--- src/rtl/adc_pkg.sv ---
// Constants shared by the converter output port design
package adc_pkg;
  localparam int unsigned CODE_W       = 12;
  localparam int unsigned WORD_W       = CODE_W + 1;
  localparam int unsigned FIFO_DEPTH   = 16;
  localparam logic [11:0] CODE_FULL    = 12'hfff;
  localparam logic [11:0] CODE_RESET   = 12'h000;
  localparam logic [12:0] LEVEL_OVER   = 13'h1000;
  localparam int unsigned CLK_PERIOD_NS = 100;
  localparam int unsigned HIGH_MAX_NS   = 300;
  localparam int unsigned HIGH_MAX_CYC  = HIGH_MAX_NS / CLK_PERIOD_NS;
  localparam int unsigned LATENCY_CYC  = 1;
endpackage : adc_pkg

--- src/rtl/stream_if.sv ---
// Valid and ready carrier for one sample word
`timescale 1ns/1ps
interface stream_if #(parameter int unsigned WIDTH = 13);
  logic             valid;
  logic             ready;
  logic [WIDTH-1:0] data;
  modport src (output valid, output data, input ready);
  modport snk (input valid, input data, output ready);
endinterface : stream_if

--- src/rtl/adc_sample_output_port.sv ---
// Converter output stage: sample, code, overrange flag, buffered stream
`timescale 1ns/1ps
// Notes on behaviour
// RULE_01 - A sample is taken only on the rising conversion clock edge.
// RULE_02 - Code appears one clock cycle after the edge that sampled it.
// RULE_03 - Code is a 12-bit unsigned straight-binary value.
// RULE_04 - Overrange flag goes high when input exceeds full scale.
// RULE_05 - Overrange leaves the code at its normal all-ones value.
// RULE_06 - Clock source keeps each clock high phase at most 300 ns.
// RULE_07 - Clock source keeps duty cycle within 40 to 60 percent.
// RULE_08 - Capture registers code and flag together, one cycle late.
module adc_sample_output_port (
  input  wire logic        mclk,
  input  wire logic        reset,
  input  wire logic [12:0] analog_level,
  output logic [11:0]      sample_code,
  output logic             overrange_flag,
  output logic [12:0]      fifo_word,
  output logic             fifo_valid,
  input  wire logic        fifo_ready,
  output logic             sample_dropped
);
  // Analog level is modelled as a 13-bit quantised value; at or above
  // LEVEL_OVER the input sits past full scale.
  typedef enum logic [1:0] {
    ST_IDLE = 2'b01,
    ST_RUN  = 2'b10
  } state_t;

  state_t      state_q;
  state_t      state_d;
  logic [12:0] held_q;
  logic [12:0] held_d;
  logic [11:0] code_q;
  logic [11:0] code_d;
  logic        over_q;
  logic        over_d;
  logic [12:0] word_q;
  logic [12:0] word_d;
  logic        wvalid_q;
  logic        wvalid_d;
  logic        drop_q;
  logic        drop_d;
  // Output register behind the buffer
  logic [12:0] fword_q;
  logic [12:0] fword_d;
  logic        fvalid_q;
  logic        fvalid_d;
  logic        out_take;

  stream_if #(.WIDTH(adc_pkg::WORD_W)) in_s ();
  stream_if #(.WIDTH(adc_pkg::WORD_W)) out_s ();

  function automatic logic past_full(input logic [12:0] lvl);
    logic over;
    over = (lvl >= adc_pkg::LEVEL_OVER);
    return over;
  endfunction : past_full

  function automatic logic [11:0] quantise(input logic [12:0] lvl);
    logic [11:0] code;
    // Saturates so the flag never disturbs the code bits
    if (past_full(lvl)) begin
      code = adc_pkg::CODE_FULL;                     // RULE_05
    end else begin
      code = lvl[11:0];                              // RULE_03
    end
    return code;
  endfunction : quantise

  assign in_s.valid  = wvalid_q;
  assign in_s.data   = word_q;
  // Pop only when the output register is empty or being read
  assign out_take    = !fvalid_q || fifo_ready;
  assign out_s.ready = out_take;

  // Sixteen words absorb a stalled reader; past that, words are lost
  sample_fifo #(
    .WIDTH (adc_pkg::WORD_W),
    .DEPTH (adc_pkg::FIFO_DEPTH)
  ) u_fifo (
    .mclk  (mclk),
    .reset (reset),
    .wr    (in_s),
    .rd    (out_s)
  );

  // The first edge after reset only arms the pipeline
  always_comb begin
    state_d = state_q;
    case (state_q)
      ST_IDLE: begin
        state_d = ST_RUN;
      end
      ST_RUN: begin
        state_d = ST_RUN;
      end
      default: begin
        state_d = ST_IDLE;
      end
    endcase
  end

  always_ff @(posedge mclk) begin
    if (reset) begin
      state_q <= ST_IDLE;
    end else begin
      state_q <= state_d;
    end
  end

  // Sample taken at every rising edge
  always_comb begin
    held_d = analog_level;                           // RULE_01
  end

  always_ff @(posedge mclk) begin
    if (reset) begin
      held_q <= '0;
    end else begin
      held_q <= held_d;
    end
  end

  always_comb begin
    code_d = code_q;
    over_d = over_q;
    case (state_q)
      ST_IDLE: begin
        // Nothing has been held yet, so the reset code stands
        code_d = code_q;
        over_d = over_q;
      end
      ST_RUN: begin
        // The held sample becomes the output one edge later
        code_d = quantise(held_q);                   // RULE_02
        over_d = past_full(held_q);                  // RULE_04
      end
      default: begin
        code_d = code_q;
        over_d = over_q;
      end
    endcase
  end

  always_ff @(posedge mclk) begin
    if (reset) begin
      code_q <= adc_pkg::CODE_RESET;
      over_q <= 1'b0;
    end else begin
      code_q <= code_d;
      over_q <= over_d;
    end
  end

  always_comb begin
    word_d   = word_q;
    wvalid_d = 1'b0;
    case (state_q)
      ST_IDLE: begin
        wvalid_d = 1'b0;
      end
      ST_RUN: begin
        // Flag rides as the top bit of the same word
        word_d   = {over_d, code_d};                 // RULE_08
        wvalid_d = 1'b1;
      end
      default: begin
        wvalid_d = 1'b0;
      end
    endcase
  end

  always_ff @(posedge mclk) begin
    if (reset) begin
      word_q   <= '0;
      wvalid_q <= 1'b0;
    end else begin
      word_q   <= word_d;
      wvalid_q <= wvalid_d;
    end
  end

  always_comb begin
    // A full buffer cannot stall a converter, so the word is lost
    drop_d = wvalid_q && !in_s.ready;
  end

  always_ff @(posedge mclk) begin
    if (reset) begin
      drop_q <= 1'b0;
    end else begin
      drop_q <= drop_d;
    end
  end

  always_comb begin
    fword_d  = fword_q;
    fvalid_d = fvalid_q;
    if (out_take) begin
      fword_d  = out_s.data;
      fvalid_d = out_s.valid;
    end
  end

  always_ff @(posedge mclk) begin
    if (reset) begin
      fword_q  <= '0;
      fvalid_q <= 1'b0;
    end else begin
      fword_q  <= fword_d;
      fvalid_q <= fvalid_d;
    end
  end

  // Every output comes straight from a register
  assign sample_code    = code_q;
  assign overrange_flag = over_q;
  assign fifo_word      = fword_q;
  assign fifo_valid     = fvalid_q;
  assign sample_dropped = drop_q;
endmodule : adc_sample_output_port

--- src/rtl/sample_fifo.sv ---
// Word FIFO with valid and ready on both sides
`timescale 1ns/1ps
module sample_fifo #(
  parameter int unsigned WIDTH = 13,
  parameter int unsigned DEPTH = 16
) (
  input  wire logic mclk,
  input  wire logic reset,
  stream_if.snk     wr,
  stream_if.src     rd
);
  localparam int unsigned AW = $clog2(DEPTH);
  logic [WIDTH-1:0] mem [DEPTH];
  logic [AW-1:0]    wp_q, wp_d, rp_q, rp_d;
  logic [AW:0]      cnt_q, cnt_d;
  logic             push, pop;

  assign wr.ready = (cnt_q != (AW+1)'(DEPTH));
  assign rd.valid = (cnt_q != '0);
  assign rd.data  = mem[rp_q];
  assign push     = wr.valid && wr.ready;
  assign pop      = rd.valid && rd.ready;

  always_comb begin
    wp_d  = push ? wp_q + 1'b1 : wp_q;
    rp_d  = pop ? rp_q + 1'b1 : rp_q;
    cnt_d = cnt_q + (AW+1)'(push) - (AW+1)'(pop);
  end

  always_ff @(posedge mclk) begin
    if (reset) begin
      wp_q  <= '0;
      rp_q  <= '0;
      cnt_q <= '0;
    end else begin
      wp_q  <= wp_d;
      rp_q  <= rp_d;
      cnt_q <= cnt_d;
    end
    if (push) begin
      mem[wp_q] <= wr.data;
    end
  end
endmodule : sample_fifo

--- config.mk ---
export PLATFORM = sky130hd
export DESIGN_NAME = adc_sample_output_port
export DESIGN_NICKNAME = d
export VERILOG_FILES = /design/src/rtl/adc_pkg.sv /design/src/rtl/stream_if.sv /design/src/rtl/adc_sample_output_port.sv /design/src/rtl/sample_fifo.sv
export SDC_FILE = /design/constraint.sdc
export NUM_CORES = 1
export LEC_CHECK = 0
export CORE_ASPECT_RATIO = 0.7
export CORE_UTILIZATION = 57
export DETAILED_ROUTE_END_ITERATION = 6
export DONT_BUFFER_PORTS = 1
export PLACE_DENSITY = 0.71
export SETUP_SLACK_MARGIN = 0.02
export SYNTH_ARGS = -nofsm -noshare
export SYNTH_HDL_FRONTEND = slang
export SYNTH_SLANG_ARGS = --single-unit
--- constraint.sdc ---
create_clock -name mclk -period 2.5 [get_ports mclk]
set_input_delay 0.5 -clock mclk [delete_from_list [all_inputs] [get_ports mclk]]
set_output_delay 0.5 -clock mclk [all_outputs]
set_load 0.005 [all_outputs]
==> flow_metrics.py <==
metrics = {
    "outcome": {
        "outcome": "complete, no violations",
    },
    "finish": {
        "area_growth_syn_to_layout_pct": 13.0,
        "fill_cells": 1195,
        "fraction_of_final_layout_cells_sized_beyond_drive_strength_1_pct": 16.6,
        "nets": 672,
        "finish.cell_count_without_fillers": 899,
        "utilization_pct": 66.0,
        "num_antenna_cells": 0,
    },
    "critical_path": {
        "timing.critical_path.from": "u_fifo.cnt_q[3]",
        "reg2reg_setup_slack_ns": 0.006,
        "critical_path.max_fanout": 2,
        "crit-reg2reg-launch": "u_fifo.cnt_q[3]",
        "startpoint_type": "register",
        "worst-setup-path-type": "register to register",
        "critPathRequiredTime_ns": 2.91,
        "end_kind": "register",
        "worst-endpoint-arrival_ns": 2.91,
    },
    "grt": {
        "largest_net_degree_at_the_start_of_global_routing": 48,
        "grt_overflow_total": 0,
        "track_usage_pct": 22.9,
        "grt_first_pass_wirelength_microns": 31400,
        "vias_in_the_first_global_route": 5371,
        "grt_antenna_before_repair": 0,
    },
    "logic_synthesis": {
        "cell_count_after_synthesis": 608,
        "yosysUniqueCellTypes": 34,
        "ys_warn_count": 0,
        "syn-cell-area_sq_um": 10600,
        "dominantRegCellSynth": "sky130_fd_sc_hd__edfxtp_1",
        "post_synth_edffs": 208,
        "synth-seq-area-share_pct": 72.5,
        "postSynth.asyncResetShare_pct": 0,
        "synth.ff_latch_count": 278,
        "total_nets_after_synthesis": 637,
        "syn-mean-instance-area_sq_um": 17.4,
    },
    "detailed_routing": {
        "via_count": 5420,
        "antenna_left": 0,
        "drt_wl_total_microns": 21100,
        "met2_wirelength_microns": 9530,
        "dr.first_iter.drc_count": 582,
        "drt-met1-wl_microns": 9480,
        "met3_length_microns": 1670,
        "route.top_layer_used": "met4",
        "drt_pass1_iterations": 5,
        "detail_route.drc_violations": 0,
        "wire_per_inst_microns": 23.5,
        "post_drt_via_cell_ratio": 6.03,
    },
    "timing": {
        "hold_viol": 0,
        "rsz0062_at_grt": "true",
        "fmax_mhz": 401,
        "fin_worst_skew_ns": 0.0183,
        "report.final.setup_viol": 0,
        "final_slew_violations": 0,
        "max_slew.worst_pin.slew_ns": 0.751,
        "worst_slew_margin_rel_pct": 49.9,
        "layout_worst_path_cycle_share_pct": 99.8,
        "minimum_clock_period_after_layout_ns": 2.49,
    },
    "floorplan": {
        "die_boundary_height_microns": 116,
        "floorplan.die_area_sq_um": 19100,
        "die_w_microns": 165,
        "pin_count": 44,
        "placement_rows": 41,
        "initial_utilization_pct": 58.4,
        "core_sq_um": 18100,
    },
    "worst_hold_path": {
        "worst_hold_startpoint": "reset",
        "timing.hold.worst.class": "input port to register",
    },
    "place": {
        "hpwl_microns": 13000,
        "port_buffers": 0,
        "dp_cells": 844,
        "gpl.final_weighted_congestion": 0.780,
    },
    "clock_tree": {
        "worst_setup_hold_path_clk_slew_ns": 0.06,
        "cts_root_buf": "sky130_fd_sc_hd__clkbuf_16",
        "clockBufferDepth": 3,
        "ctsHtreeMaxLevel": 1,
        "worstSkewPairLatency_ns": 0.53,
        "numClockSinks": 278,
        "tritoncts": "built",
        "cts_buffers": 26,
    },
    "power_and_ir_drop": {
        "share_seq_of_total_power_pct": 49.7,
        "switching_power_summed_over_all_nets_mw": 3.20,
        "comb_power_share_pct": 17.1,
        "p_clk_share_pct": 33.2,
        "power_switching_share_pct": 26.3,
        "p_leak_nw": 4.04,
        "cellPowerDensity_nw_per_um2": 1020,
        "peak_supply_drop_mv": 0.674,
        "p_int_mw": 8.94,
    },
    "run": {
        "max_cap_viol_count": 0,
    },
}
stage by stage:
step	instance area (sq um)	hold WS (ns)	TNS (ns)	total power, mW	worst slack [ns]
after detailed placement	10900	0.470	-0.0418	8.02	-0.0418
after global routing	11900	0.0169	-0.103	12.6	-0.103
after CTS	11900	0.0230	0	12.0	0.0252
after floorplan	10600	0.451	0	7.34	0.0857
after global placement	10900	0.470	0	7.88	0.190
final	11900	0.0402	0	12.1	0.00602
Yosys cell counts (7+ instances only):
master                     instances  area (sq um)
sky130_fd_sc_hd__edfxtp_1        208          6250
sky130_fd_sc_hd__dfxtp_1          70          1400
sky130_fd_sc_hd__nor2_1           49           184
sky130_fd_sc_hd__mux2i_1          40           400
sky130_fd_sc_hd__mux4_1           26           683
sky130_fd_sc_hd__o211ai_1         25           188
sky130_fd_sc_hd__o21a_1           24           180
sky130_fd_sc_hd__nand2_1          22          82.6
sky130_fd_sc_hd__nor2b_1          19           119
sky130_fd_sc_hd__mux4_2           13           293
sky130_fd_sc_hd__a22oi_1          12          90.1
sky130_fd_sc_hd__ha_1             12           150
sky130_fd_sc_hd__inv_1            12          45.0
sky130_fd_sc_hd__clkbuf_1         10          37.5
sky130_fd_sc_hd__buf_2             8          40.0
sky130_fd_sc_hd__nor3_1            7          35.0
routing by layer:
layer / vias to the layer above / GRT usage [%]
li1: 2421 / -
met1: 2755 / 32.9
met2: 200 / 35.6
met3: 44 / 5.15
met4: 0 / 6.12
met5: - / 0
sequential cells by signal, summed over array words and instances, names as in the netlist:
| name | flops |
|---|---|
| u_fifo.wp_q | 4 |
| in_s.valid | 1 |
| held_q | 13 |
| fifo_word | 13 |
| sample_code | 12 |
| in_s.data | 13 |
| fifo_valid | 1 |
| state_q | 2 |
| overrange_flag | 1 |
| u_fifo.mem | 208 |
| u_fifo.cnt_q | 5 |
| sample_dropped | 1 |
| u_fifo.rp_q | 4 |
cells in the final DEF (no fill, tap or decap), types with 3 or more instances in the layout:
| cell | n |
|---|---|
| sky130_fd_sc_hd__a21oi_1 | 6 |
| sky130_fd_sc_hd__a22oi_1 | 12 |
| sky130_fd_sc_hd__buf_4 | 38 |
| sky130_fd_sc_hd__clkbuf_1 | 3 |
| sky130_fd_sc_hd__clkbuf_16 | 30 |
| sky130_fd_sc_hd__clkbuf_8 | 4 |
| sky130_fd_sc_hd__clkinv_1 | 3 |
| sky130_fd_sc_hd__clkinv_2 | 4 |
| sky130_fd_sc_hd__dfxtp_1 | 67 |
| sky130_fd_sc_hd__dfxtp_2 | 3 |
| sky130_fd_sc_hd__edfxtp_1 | 208 |
| sky130_fd_sc_hd__ha_1 | 10 |
| sky130_fd_sc_hd__inv_1 | 10 |
| sky130_fd_sc_hd__inv_2 | 3 |
| sky130_fd_sc_hd__mux2i_1 | 40 |
| sky130_fd_sc_hd__mux4_1 | 26 |
| sky130_fd_sc_hd__mux4_2 | 13 |
| sky130_fd_sc_hd__nand2_1 | 22 |
| sky130_fd_sc_hd__nand2b_1 | 6 |
| sky130_fd_sc_hd__nand3_1 | 4 |
| sky130_fd_sc_hd__nor2_1 | 48 |
| sky130_fd_sc_hd__nor2b_1 | 18 |
| sky130_fd_sc_hd__nor3_1 | 3 |
| sky130_fd_sc_hd__nor3_2 | 4 |
| sky130_fd_sc_hd__o211ai_1 | 25 |
| sky130_fd_sc_hd__o21a_1 | 24 |
| sky130_fd_sc_hd__xnor2_1 | 5 |
| sky130_fd_sc_hd__xor2_1 | 3 |
power groups by stage:
stage	Combinational [mW]	Sequential [mW]	Clock [mW]
floorplan	1.53	5.81	0
global placement	1.81	6.06	0
detailed placement	1.90	6.11	0
CTS	1.96	6.02	4.07
global route	2.24	6.10	4.27
finish	2.08	6.03	4.03
path summary, 6_finish.rpt:
path,cells past startpoint,endpoint
worst max-delay path,13,u_fifo.cnt_q[4]
worst max register to register,13,u_fifo.cnt_q[4]
worst min-delay path,1,u_fifo.rp_q[1]
worst min register to register,1,sample_code[7]
kinds of logic (layout without fill, tap and decap cells):
family	after synthesis	count (layout)	synth area share, %
AO/OA/AOI/OAI	71	71	4.90
XOR/XNOR	8	8	0.664
adder cells (fa/ha/maj)	13	13	1.61
buffers and inverters	44	99	2.12
flip-flops	278	278	72.5
multiplexers	79	79	13.0
AND/OR/NAND/NOR	115	115	5.17
area by class of cell:
class / count / area, sq um / area share, %
repair buffers: 39 / 305 / 2.56
multi-input cells: 286 / 2740 / 22.9
clock inverters: 11 / 77.6 / 0.650
clock buffers: 37 / 817 / 6.85
flip-flops and latches: 278 / 7650 / 64.2
well taps: 236 / 295 / 2.48
inverters: 12 / 45.0 / 0.378
what timing repair did:
item / in CTS / in global routing
hold endpoints to repair: 0 / 0
pin swaps: 0 / 6
resized for setup: 2 / 10
hold buffers: 0 / 0
buffers inserted: 1 / 6
cloned: 0 / 0
endpoints found under the setup margin: 1 / 2
critical path, cell delays in order (launching register included):
cell and delay (ns):
sky130_fd_sc_hd__dfxtp_2 0.34, sky130_fd_sc_hd__inv_2 0.09, sky130_fd_sc_hd__ha_4 0.14, sky130_fd_sc_hd__nor4b_4 0.25, sky130_fd_sc_hd__nor2_2 0.10, sky130_fd_sc_hd__ha_1 0.31, sky130_fd_sc_hd__inv_1 0.07, sky130_fd_sc_hd__ha_2 0.19
sky130_fd_sc_hd__inv_2 0.05, sky130_fd_sc_hd__fa_2 0.38, sky130_fd_sc_hd__nor2b_2 0.15, sky130_fd_sc_hd__o21bai_1 0.10, sky130_fd_sc_hd__a21oi_1 0.17, sky130_fd_sc_hd__nor3b_2 0.06
No activity file was read; power rests on OpenSTA's default activity.
